--- src/inc/glk_regs.svh ---
`ifndef GLK_REGS_SVH
`define GLK_REGS_SVH

// register byte offsets
`define GLK_OFF_CTRL 5'h00
`define GLK_OFF_DIV 5'h04
`define GLK_OFF_FBDIV 5'h08
`define GLK_OFF_LOCK 5'h0c
`define GLK_OFF_STATUS 5'h10
`define GLK_OFF_ICP 5'h14

// control register fields
`define GLK_CTRL_GNLK 0
`define GLK_CTRL_HOLD 1
`define GLK_CTRL_HERR_LO 2
`define GLK_CTRL_HERR_HI 4

// status register fields
`define GLK_ST_REF 0
`define GLK_ST_STD 1
`define GLK_ST_HD 2
`define GLK_ST_OP_LO 3
`define GLK_ST_OP_HI 4

// reset values
`define GLK_RST_GNLK 1'b1
`define GLK_RST_HOLD 1'b0
`define GLK_RST_HERR 3'h3
`define GLK_RST_DIV 2'h1
`define GLK_RST_FBDIV 13'h06b4
`define GLK_RST_LOCK 5'h10
`define GLK_RST_ICP 5'h08

// reference divider codes
`define GLK_DIV_CODE_2 2'h0
`define GLK_DIV_CODE_1 2'h1
`define GLK_DIV_CODE_5 2'h2

// charge pump step in quarter microamps (31.25 uA)
`define GLK_ICP_STEP_QUA 8'h7d
// consecutive comparison periods for a lock decision
`define GLK_LOCK_RUN 2'h3

`endif

--- src/inc/glk_pkg.sv ---
package glk_pkg;

   // operating state shown in status
   typedef enum logic [1:0] {
      GLK_OP_LOCKING,
      GLK_OP_LOCKED,
      GLK_OP_FREERUN,
      GLK_OP_HOLDOVER
   } glk_op_e;

   typedef logic [1:0] glk_resp_t;

   localparam glk_resp_t GLK_RESP_OKAY = 2'h0;
   localparam glk_resp_t GLK_RESP_SLVERR = 2'h2;

endpackage : glk_pkg

--- src/hw/glk_lock_detector.sv ---
// Design decisions made here: the register addresses and the AXI4-Lite interface to the registers.
`timescale 1ns/1ns
`default_nettype none
`include "glk_regs.svh"

// Behaviour
// lock-failure pin high unless reference valid and both locks set.
// reference-missing pin is always the inverse of reference valid.
// reference validity judged from H sync alone, vertical sync unused.
// software programs dividers to match the reference format.
// reference invalid while oscillator control voltage is near a rail.
// missing-pulse error field bounds absent H pulses before loss.
// loss threshold is error field times divider: 00=2, 01=1, 10=5.
// error field zero declares loss on the first missing pulse.
// past threshold flag loss, free-run or holdover while absent.
// standard lock from oscillator loop, hi-def lock from VCO loop.
// lock-threshold field is the largest allowed phase error.
// compare divided H sync against divided oscillator clock.
// unlock only after three consecutive over-threshold comparisons.
// lock only after three consecutive under-threshold comparisons.
// charge pump current is code times 31.25 uA, default 08h.
// reference valid and locks readable as status and on pins.
// software should raise lock threshold for jittery references.
// on reference loss keep hi-def lock, clear standard lock, valid.
// an H pulse in its window clears the missing-pulse count.
// a contradicting comparison restarts the three-period counters.
module glk_lock_detector #(
   parameter int TIMER_W = 16,
   parameter int FBDIV_W = 13
) (
   // clock and reset
   input wire logic aclk,
   input wire logic aresetn,
   // axi4-lite write address
   input wire logic [4:0] s_axi_awaddr,
   input wire logic s_axi_awvalid,
   output logic s_axi_awready,
   // axi4-lite write data
   input wire logic [31:0] s_axi_wdata,
   input wire logic [3:0] s_axi_wstrb,
   input wire logic s_axi_wvalid,
   output logic s_axi_wready,
   // axi4-lite write response
   output logic [1:0] s_axi_bresp,
   output logic s_axi_bvalid,
   input wire logic s_axi_bready,
   // axi4-lite read address
   input wire logic [4:0] s_axi_araddr,
   input wire logic s_axi_arvalid,
   output logic s_axi_arready,
   // axi4-lite read data
   output logic [31:0] s_axi_rdata,
   output logic [1:0] s_axi_rresp,
   output logic s_axi_rvalid,
   input wire logic s_axi_rready,
   // pins from outside
   input wire logic hsync_in,
   input wire logic vc_near_rail,
   input wire logic hd_vco_locked,
   // status pins
   output logic ref_missing,
   output logic lock_failure,
   output logic freerun_active,
   output logic holdover_active,
   output logic [12:0] cp_current_qua
);

   // registers
   logic genlock_en;
   logic holdover_sel;
   logic [2:0] h_error;
   logic [1:0] ref_div_code;
   logic [FBDIV_W-1:0] feedback_divider_value;
   logic [4:0] lock_threshold;
   logic [4:0] charge_pump_current_code;

   // synchronisers
   logic [1:0] hs_sync;
   logic [1:0] rail_sync;
   logic [1:0] hd_sync;
   logic hs_last;
   logic hs_rise;

   // reference detector
   logic [TIMER_W-1:0] line_timer;
   logic [TIMER_W-1:0] line_len;
   logic line_known;
   logic [5:0] miss_cnt;
   logic [5:0] lor_limit;
   logic [2:0] div_value;
   logic div_ok;
   logic lor;
   logic ref_valid;

   // phase detector
   logic [2:0] ref_div_cnt;
   logic ref_pulse;
   logic [FBDIV_W-1:0] fb_cnt;
   logic [FBDIV_W-1:0] phase_err;
   logic over_thr;
   logic [1:0] good_run;
   logic [1:0] bad_run;
   logic std_clock_lock_bit;
   logic hi_def_clock_lock_bit;
   glk_pkg::glk_op_e op_state;

   // bus
   logic aw_held;
   logic w_held;
   logic [4:0] aw_addr;
   logic [31:0] w_data;
   logic [3:0] w_strb;
   logic do_write;
   logic wr_hit;
   logic [31:0] rd_word;
   logic rd_hit;

   // only the second stage is read by logic
   always_ff @(posedge aclk) begin
      if (!aresetn) begin
         hs_sync <= 2'h0;
         rail_sync <= 2'h0;
         hd_sync <= 2'h0;
         hs_last <= 1'b0;
      end else begin
         hs_sync <= {hs_sync[0], hsync_in};
         rail_sync <= {rail_sync[0], vc_near_rail};
         hd_sync <= {hd_sync[0], hd_vco_locked};
         hs_last <= hs_sync[1];
      end
   end

   // vertical sync has no say in reference detection
   assign hs_rise = hs_sync[1] & ~hs_last;

   always_comb begin
      case (ref_div_code)
         `GLK_DIV_CODE_2: div_value = 3'h2;
         `GLK_DIV_CODE_1: div_value = 3'h1;
         `GLK_DIV_CODE_5: div_value = 3'h5;
         default: div_value = 3'h1;
      endcase
   end

   // code 11 has no divider, so the reference cannot be valid with it
   assign div_ok = (ref_div_code != 2'h3);
   assign lor_limit = 6'(h_error * div_value);

   // line length learnt from the last gap; a miss is 1.5 lines silent
   always_ff @(posedge aclk) begin
      if (!aresetn) begin
         line_timer <= '0;
         line_len <= '0;
         line_known <= 1'b0;
      end else if (hs_rise) begin
         line_timer <= '0;
         line_len <= line_timer;
         line_known <= 1'b1;
      end else if (line_known && line_len != '0 &&
                   line_timer >= line_len + (line_len >> 1)) begin
         // step back one line so later misses fall a whole line apart
         line_timer <= line_timer - line_len;
      end else if (line_timer != '1) begin
         line_timer <= line_timer + 1'b1;
      end
   end

   always_ff @(posedge aclk) begin
      if (!aresetn) begin
         // no line is known out of reset, so the reference starts lost
         miss_cnt <= '1;
      end else if (hs_rise) begin
         miss_cnt <= '0;
      end else if (!line_known || (line_timer == '1)) begin
         miss_cnt <= '1;
      end else if (line_len != '0 &&
                   line_timer >= line_len + (line_len >> 1) &&
                   miss_cnt != '1) begin
         miss_cnt <= miss_cnt + 1'b1;
      end
   end

   // strict compare: a zero field trips on the first miss
   assign lor = (miss_cnt > lor_limit);

   assign ref_valid = genlock_en & div_ok & ~lor & ~rail_sync[1];

   // reference side of the phase detector
   always_ff @(posedge aclk) begin
      if (!aresetn) begin
         ref_div_cnt <= '0;
      end else if (hs_rise) begin
         if (ref_div_cnt + 3'h1 >= div_value) begin
            ref_div_cnt <= '0;
         end else begin
            ref_div_cnt <= ref_div_cnt + 3'h1;
         end
      end
   end

   assign ref_pulse = hs_rise && (ref_div_cnt + 3'h1 >= div_value);

   // feedback side: clock divided by the feedback divider
   always_ff @(posedge aclk) begin
      if (!aresetn) begin
         fb_cnt <= '0;
      end else if (fb_cnt + 1'b1 >= feedback_divider_value) begin
         fb_cnt <= '0;
      end else begin
         fb_cnt <= fb_cnt + 1'b1;
      end
   end

   // distance to the nearest feedback edge, early or late
   always_comb begin
      if (fb_cnt > (feedback_divider_value >> 1)) begin
         phase_err = feedback_divider_value - fb_cnt;
      end else begin
         phase_err = fb_cnt;
      end
   end

   assign over_thr = (phase_err > FBDIV_W'(lock_threshold));

   // runs of three decide; a contrary period restarts the other run
   always_ff @(posedge aclk) begin
      if (!aresetn) begin
         good_run <= '0;
         bad_run <= '0;
         std_clock_lock_bit <= 1'b0;
      end else if (!ref_valid) begin
         good_run <= '0;
         bad_run <= '0;
         std_clock_lock_bit <= 1'b0;
      end else if (ref_pulse) begin
         if (over_thr) begin
            good_run <= '0;
            if (bad_run + 2'h1 == `GLK_LOCK_RUN) begin
               bad_run <= '0;
               std_clock_lock_bit <= 1'b0;
            end else begin
               bad_run <= bad_run + 2'h1;
            end
         end else begin
            bad_run <= '0;
            if (good_run + 2'h1 == `GLK_LOCK_RUN) begin
               good_run <= '0;
               std_clock_lock_bit <= 1'b1;
            end else begin
               good_run <= good_run + 2'h1;
            end
         end
      end
   end

   // the VCO loop keeps running on the oscillator during loss
   assign hi_def_clock_lock_bit = hd_sync[1];

   always_ff @(posedge aclk) begin
      if (!aresetn) begin
         op_state <= glk_pkg::GLK_OP_LOCKING;
      end else begin
         case (op_state)
            glk_pkg::GLK_OP_LOCKING,
            glk_pkg::GLK_OP_LOCKED: begin
               if (genlock_en && !ref_valid) begin
                  op_state <= holdover_sel ? glk_pkg::GLK_OP_HOLDOVER
                                           : glk_pkg::GLK_OP_FREERUN;
               end else if (std_clock_lock_bit) begin
                  op_state <= glk_pkg::GLK_OP_LOCKED;
               end else begin
                  op_state <= glk_pkg::GLK_OP_LOCKING;
               end
            end
            glk_pkg::GLK_OP_FREERUN,
            glk_pkg::GLK_OP_HOLDOVER: begin
               if (ref_valid || !genlock_en) begin
                  op_state <= glk_pkg::GLK_OP_LOCKING;
               end else begin
                  op_state <= holdover_sel ? glk_pkg::GLK_OP_HOLDOVER
                                           : glk_pkg::GLK_OP_FREERUN;
               end
            end
            default: op_state <= glk_pkg::GLK_OP_LOCKING;
         endcase
      end
   end

   assign freerun_active = (op_state == glk_pkg::GLK_OP_FREERUN);
   assign holdover_active = (op_state == glk_pkg::GLK_OP_HOLDOVER);

   assign ref_missing = ~ref_valid;
   assign lock_failure = ~(ref_valid & std_clock_lock_bit &
                           hi_def_clock_lock_bit);

   // quarter microamps keep the 31.25 uA step exact
   always_ff @(posedge aclk) begin
      if (!aresetn) begin
         cp_current_qua <= 13'(`GLK_RST_ICP * `GLK_ICP_STEP_QUA);
      end else begin
         cp_current_qua <= 13'(charge_pump_current_code *
                               `GLK_ICP_STEP_QUA);
      end
   end

   // write channel: address and data taken in either order
   assign s_axi_awready = ~aw_held & ~s_axi_bvalid;
   assign s_axi_wready = ~w_held & ~s_axi_bvalid;
   assign do_write = aw_held & w_held & ~s_axi_bvalid;

   always_ff @(posedge aclk) begin
      if (!aresetn) begin
         aw_held <= 1'b0;
         aw_addr <= '0;
      end else if (s_axi_awvalid && s_axi_awready) begin
         aw_held <= 1'b1;
         aw_addr <= s_axi_awaddr;
      end else if (do_write) begin
         aw_held <= 1'b0;
      end
   end

   always_ff @(posedge aclk) begin
      if (!aresetn) begin
         w_held <= 1'b0;
         w_data <= '0;
         w_strb <= '0;
      end else if (s_axi_wvalid && s_axi_wready) begin
         w_held <= 1'b1;
         w_data <= s_axi_wdata;
         w_strb <= s_axi_wstrb;
      end else if (do_write) begin
         w_held <= 1'b0;
      end
   end

   always_comb begin
      case ({aw_addr[4:2], 2'h0})
         `GLK_OFF_CTRL, `GLK_OFF_DIV, `GLK_OFF_FBDIV,
         `GLK_OFF_LOCK, `GLK_OFF_STATUS, `GLK_OFF_ICP: wr_hit = 1'b1;
         default: wr_hit = 1'b0;
      endcase
   end

   always_ff @(posedge aclk) begin
      if (!aresetn) begin
         s_axi_bvalid <= 1'b0;
         s_axi_bresp <= glk_pkg::GLK_RESP_OKAY;
      end else if (do_write) begin
         s_axi_bvalid <= 1'b1;
         s_axi_bresp <= wr_hit ? glk_pkg::GLK_RESP_OKAY
                               : glk_pkg::GLK_RESP_SLVERR;
      end else if (s_axi_bready) begin
         s_axi_bvalid <= 1'b0;
      end
   end

   // status is read only; writes to it are accepted and dropped
   always_ff @(posedge aclk) begin
      if (!aresetn) begin
         genlock_en <= `GLK_RST_GNLK;
         holdover_sel <= `GLK_RST_HOLD;
         h_error <= `GLK_RST_HERR;
         ref_div_code <= `GLK_RST_DIV;
         feedback_divider_value <= FBDIV_W'(`GLK_RST_FBDIV);
         lock_threshold <= `GLK_RST_LOCK;
         charge_pump_current_code <= `GLK_RST_ICP;
      end else if (do_write && w_strb[0]) begin
         case ({aw_addr[4:2], 2'h0})
            `GLK_OFF_CTRL: begin
               genlock_en <= w_data[`GLK_CTRL_GNLK];
               holdover_sel <= w_data[`GLK_CTRL_HOLD];
               h_error <= w_data[`GLK_CTRL_HERR_HI:`GLK_CTRL_HERR_LO];
            end
            `GLK_OFF_DIV: ref_div_code <= w_data[1:0];
            `GLK_OFF_FBDIV: begin
               feedback_divider_value[7:0] <= w_data[7:0];
               if (w_strb[1]) begin
                  feedback_divider_value[FBDIV_W-1:8] <=
                     w_data[FBDIV_W-1:8];
               end
            end
            `GLK_OFF_LOCK: lock_threshold <= w_data[4:0];
            `GLK_OFF_ICP: charge_pump_current_code <= w_data[4:0];
            default: begin
            end
         endcase
      end
   end

   always_comb begin
      rd_word = '0;
      rd_hit = 1'b1;
      case ({s_axi_araddr[4:2], 2'h0})
         `GLK_OFF_CTRL: begin
            rd_word[`GLK_CTRL_GNLK] = genlock_en;
            rd_word[`GLK_CTRL_HOLD] = holdover_sel;
            rd_word[`GLK_CTRL_HERR_HI:`GLK_CTRL_HERR_LO] = h_error;
         end
         `GLK_OFF_DIV: rd_word[1:0] = ref_div_code;
         `GLK_OFF_FBDIV: rd_word[FBDIV_W-1:0] = feedback_divider_value;
         `GLK_OFF_LOCK: rd_word[4:0] = lock_threshold;
         `GLK_OFF_STATUS: begin
            rd_word[`GLK_ST_REF] = ref_valid;
            rd_word[`GLK_ST_STD] = std_clock_lock_bit;
            rd_word[`GLK_ST_HD] = hi_def_clock_lock_bit;
            rd_word[`GLK_ST_OP_HI:`GLK_ST_OP_LO] = op_state;
         end
         `GLK_OFF_ICP: rd_word[4:0] = charge_pump_current_code;
         default: rd_hit = 1'b0;
      endcase
   end

   assign s_axi_arready = ~s_axi_rvalid;

   always_ff @(posedge aclk) begin
      if (!aresetn) begin
         s_axi_rvalid <= 1'b0;
         s_axi_rdata <= '0;
         s_axi_rresp <= glk_pkg::GLK_RESP_OKAY;
      end else if (s_axi_arvalid && s_axi_arready) begin
         s_axi_rvalid <= 1'b1;
         s_axi_rdata <= rd_word;
         s_axi_rresp <= rd_hit ? glk_pkg::GLK_RESP_OKAY
                               : glk_pkg::GLK_RESP_SLVERR;
      end else if (s_axi_rready) begin
         s_axi_rvalid <= 1'b0;
      end
   end

endmodule : glk_lock_detector

`default_nettype wire

--- config.mk ---
export PLATFORM = sky130hd
export DESIGN_NAME = glk_lock_detector
export DESIGN_NICKNAME = d
export VERILOG_FILES = /design/src/inc/glk_pkg.sv /design/src/hw/glk_lock_detector.sv
export VERILOG_INCLUDE_DIRS = /design/src /design/src/inc
export SDC_FILE = /design/constraint.sdc
export NUM_CORES = 1
export LEC_CHECK = 0
export BUFFER_PORTS_ARGS = -buffer_cell sky130_fd_sc_hd__buf_4
export CAP_MARGIN = 10
export CORE_ASPECT_RATIO = 1.5
export CORE_MARGIN = 2
export CORE_UTILIZATION = 60
export DETAILED_ROUTE_END_ITERATION = 7
export MAX_ROUTING_LAYER = met4
export PLACE_DENSITY = 0.9
export SETUP_SLACK_MARGIN = 0.15
export SYNTH_ARGS = -nofsm -noshare
export SYNTH_HDL_FRONTEND = slang
export SYNTH_SLANG_ARGS = --single-unit
--- constraint.sdc ---
create_clock -name aclk -period 6.4 [get_ports aclk]
set_clock_uncertainty 0.05 [all_clocks]
set_input_delay 0.64 -clock aclk [delete_from_list [all_inputs] [get_ports aclk]]
set_output_delay 0.64 -clock aclk [all_outputs]
set_load 0.02 [all_outputs]
==> flow_metrics.tcl <==
set metrics [dict create \
    area_delta_synth_final_pct 13.3 \
    cts_tree "done" \
    drc 0 \
    fillers 1201 \
    outcome "finished, final reports clean" \
    instances_no_fill 1492 \
    place_area_mm2 0.0106 \
    routed-via-count 8828 \
    final_util_pct 69.4 \
    grt_overflow_total 0 \
    cp-start-kind "flip-flop" \
    grt_pass1_wl_um 41200 \
    routabilityCongestion 0.929 \
    synth_top_area_cell "dfxtp_1" \
    period_needed_ns 5.89 \
    drt-wirelength-per-cell_um 17.0 \
    ys_seq_elements 148 \
    yosysMostFrequentCell "dfxtp_1" \
    rows 57 \
    crit_required_ns 6.65 \
    grt_pass1_vias 8970 \
    path_class "reg2reg" \
    numCtsBuffers 17 \
    setup_tns_ns 0 \
    path_buf_inv 2 \
    yosysWarnings 0 \
    netlist_area_mm2 0.00996 \
    port_buffers 66 \
    combPwrFrac_pct 9.2 \
    p_total_uw 2170 \
    grt_max_degree 83 \
    finalSetupViolations 0 \
    syn_avg_cell_area_um2 8.28 \
    cp-startpoint "line_len[1]" \
    worstHoldStart "s_axi_rready" \
    endpoint_kind "flip-flop" \
    first_pass_iters 5 \
    coreArea_mm2 0.0163 \
    p_sw_uw 585 \
    synthCells 1203 \
    htree_num_levels 4 \
    gr-usage-all-layers_pct 30.4 \
    via_per_inst 5.92 \
    io_pins 114 \
    async_reset_ff_share_pct 0 \
    leakage_uw 0.00512 \
    drive_gt1_share_pct 11.7 \
    vdd_drop_max_mv 0.136 \
    cp_common_cell "a21o_1" \
    ctsRootBufferMaster "clkbuf_16" \
    grt_util_met2_pct 55.1 \
    max_stage_delay_ns 0.36 \
    fp.dieH_um 162 \
    dp_hpwl_um 18500 \
    drtAntennaViolNets 0 \
    synth_flop_cell "dfxtp_1" \
    drt_iter0_markers 600 \
    pwr_density_cell_mw_per_mm2 193 \
    synth_top_area_share_pct 29.8 \
    rr_worst_depth 27 \
    power_frac_clock_pct 46.2 \
    antenna_cells 0 \
    die_x_um 109 \
    cp_max_fo 14 \
    seqPwrFrac_pct 44.6 \
    antenna_found_initial 0 \
    min-delay-path-class "in2reg" \
    worstPathArrival_ns 6.14 \
    clkTransAtPathRegs_ns 0.07 \
    fin_area_mm2 0.0113 \
    p_sw_share_pct 27.0 \
    ys_top_cells_by_area "dfxtp_1 (30%), ha_1 (17%), a21oi_1 (5.6%)" \
    cts_sinks 148 \
    start_util_pct 61.2 \
    finalNetCount 1478 \
    synthTopCellsByCount "dfxtp_1 (148), nand2_1 (145), ha_1 (134), a21oi_1 (111), inv_1 (111)" \
    max_slew_margin_pct 37.8 \
    dp.cells 1458 \
    internal_power_uw 1590 \
    period_share_pct 92.1 \
    r2r_end "line_timer[15]" \
    cap_violations 0 \
    synth_seq_area_share_pct 29.8 \
    met1_usage_pct 30.0 \
    rsz0062_at_grt "true" \
    slew_violations 0 \
    clockBufferDepth 2 \
    die_area_mm2 0.0177 \
    tightest_slew_ns 0.934 \
    fmax_ghz 0.170 \
    ff2ff_setup_slack_ns 0.51 \
    ys_types 71 \
    crit_path_end "line_timer[15]" \
    wl_um 25400 \
    final-hold-violation-count 0 \
    use_met3_pct 4.57 \
    cpLargestDelayFamily "compound AO/OA/AOI/OAI gates" \
    clk_latency_ns 0.44 \
    r2r-start "line_len[1]" \
    grt_busiest_layer "met2" \
    slowest_stage "dfxtp_2" \
    worstSetupPathDepth 27 \
    synth-edff-count 0 \
]
[layout make-up]
cell class	count	area [µm²]	area share [%]
Clock buffer	19	453	4.02
Clock inverter	13	134	1.19
Inverter	111	417	3.69
Multi-Input combinational cell	910	6410	56.8
Sequential cell	148	2970	26.3
Tap cell	206	258	2.29
Timing Repair Buffer	85	642	5.69
[per-stage QoR]
stage / worst slack (ns) / hold slack [ns]
after detailed placement: -0.0252 / 0.375
final: 0.508 / 0.343
after global placement: 0.0372 / 0.374
after floorplan: 0.655 / 0.362
after CTS: 0.166 / 0.334
after global routing: 0.127 / 0.335
[state kept, by name (all words and copies together) (netlist names), 3 cells and up]
signal                    count
aw_addr                       3
charge_pump_current_code      5
cp_current_qua               12
fb_cnt                       13
feedback_divider_value       13
h_error                       3
line_len                     16
line_timer                   16
lock_threshold                5
miss_cnt                      6
ref_div_cnt                   3
s_axi_rdata                  13
w_data                       13
[layer usage]
metal | share of wire [%] | vias up | wire length [µm]
li1 | - | 4249 | -
met1 | 36 | 4183 | 9240
met2 | 54 | 286 | 13700
met3 | 4.1 | 110 | 1050
met4 | 5.4 | 0 | 1370
met5 | 0 | - | 0
[kinds of logic after synthesis]
kind of cell	count (synthesis)	synth area share, %
AND/OR/NAND/NOR	395	18.7
buffers and inverters	166	7.10
AO/OA/AOI/OAI	257	16.3
adder cells (fa/ha/maj)	149	19.9
flip-flops	148	29.8
XOR/XNOR	55	4.84
other	1	0.0377
multiplexers	32	3.39
[what timing repair did]
item / 4_1_cts / 5_1_grt
hold buffers: 0 / 0
setup buffers: 0 / 2
pin swaps: 0 / 7
resized for setup: 4 / 11
endpoints found under the setup margin: 2 / 5
[cell usage in the layout (no fill, tap or decap), drive strengths merged, types with 9 or more instances in the layout]
| master | n |
|---|---|
| xor2 | 16 |
| nor3 | 18 |
| inv | 119 |
| nand2 | 145 |
| a21o | 24 |
| nand2b | 10 |
| a22oi | 11 |
| nand4 | 12 |
| conb | 22 |
| a21oi | 111 |
| fa | 15 |
| o21bai | 9 |
| xnor2 | 39 |
| mux2i | 27 |
| nand3 | 37 |
| ha | 134 |
| o21ai | 32 |
| buf | 85 |
| nor2b | 26 |
| and2 | 17 |
| nor2 | 94 |
| dfxtp | 148 |
| clkbuf | 19 |
[power by group through the flow]
stage	combinational [µW]	clock (µW)	sequential (µW)
floorplan	138	0	983
global placement	186	0	988
detailed placement	194	0	989
CTS	197	1000	968
global route	219	1040	972
finish	199	1000	969
[worst min-delay path by stage]
stage	endpoint	slack, ns	cells past startpoint
global route	s_axi_rvalid	0.33	2
floorplan	hd_sync[1]	0.36	1
detailed placement	hd_sync[1]	0.37	1
global placement	hd_sync[1]	0.37	1
CTS	s_axi_rvalid	0.33	2
finish	s_axi_rvalid	0.34	2
[worst register-to-register path, stage by stage, from the launching register on]
cell	delay, ns
dfxtp_2	0.36
ha_1	0.22
fa_2	0.35
a21o_1	0.17
a21o_1	0.21
a21oi_2	0.19
o31ai_2	0.11
a211oi_2	0.28
o31ai_1	0.11
a21oi_1	0.17
xor2_1	0.17
ha_1	0.25
a21o_1	0.16
a21o_1	0.18
a211o_1	0.33
buf_4	0.16
o211ai_2	0.19
buf_6	0.19
nor2_1	0.06
ha_1	0.35
and3_1	0.21
nand2_1	0.07
a311o_1	0.34
a311o_1	0.33
and3_1	0.18
o21bai_1	0.16
nand3_1	0.09
nor3b_1	0.13
Power figures use the tool's default switching activity.
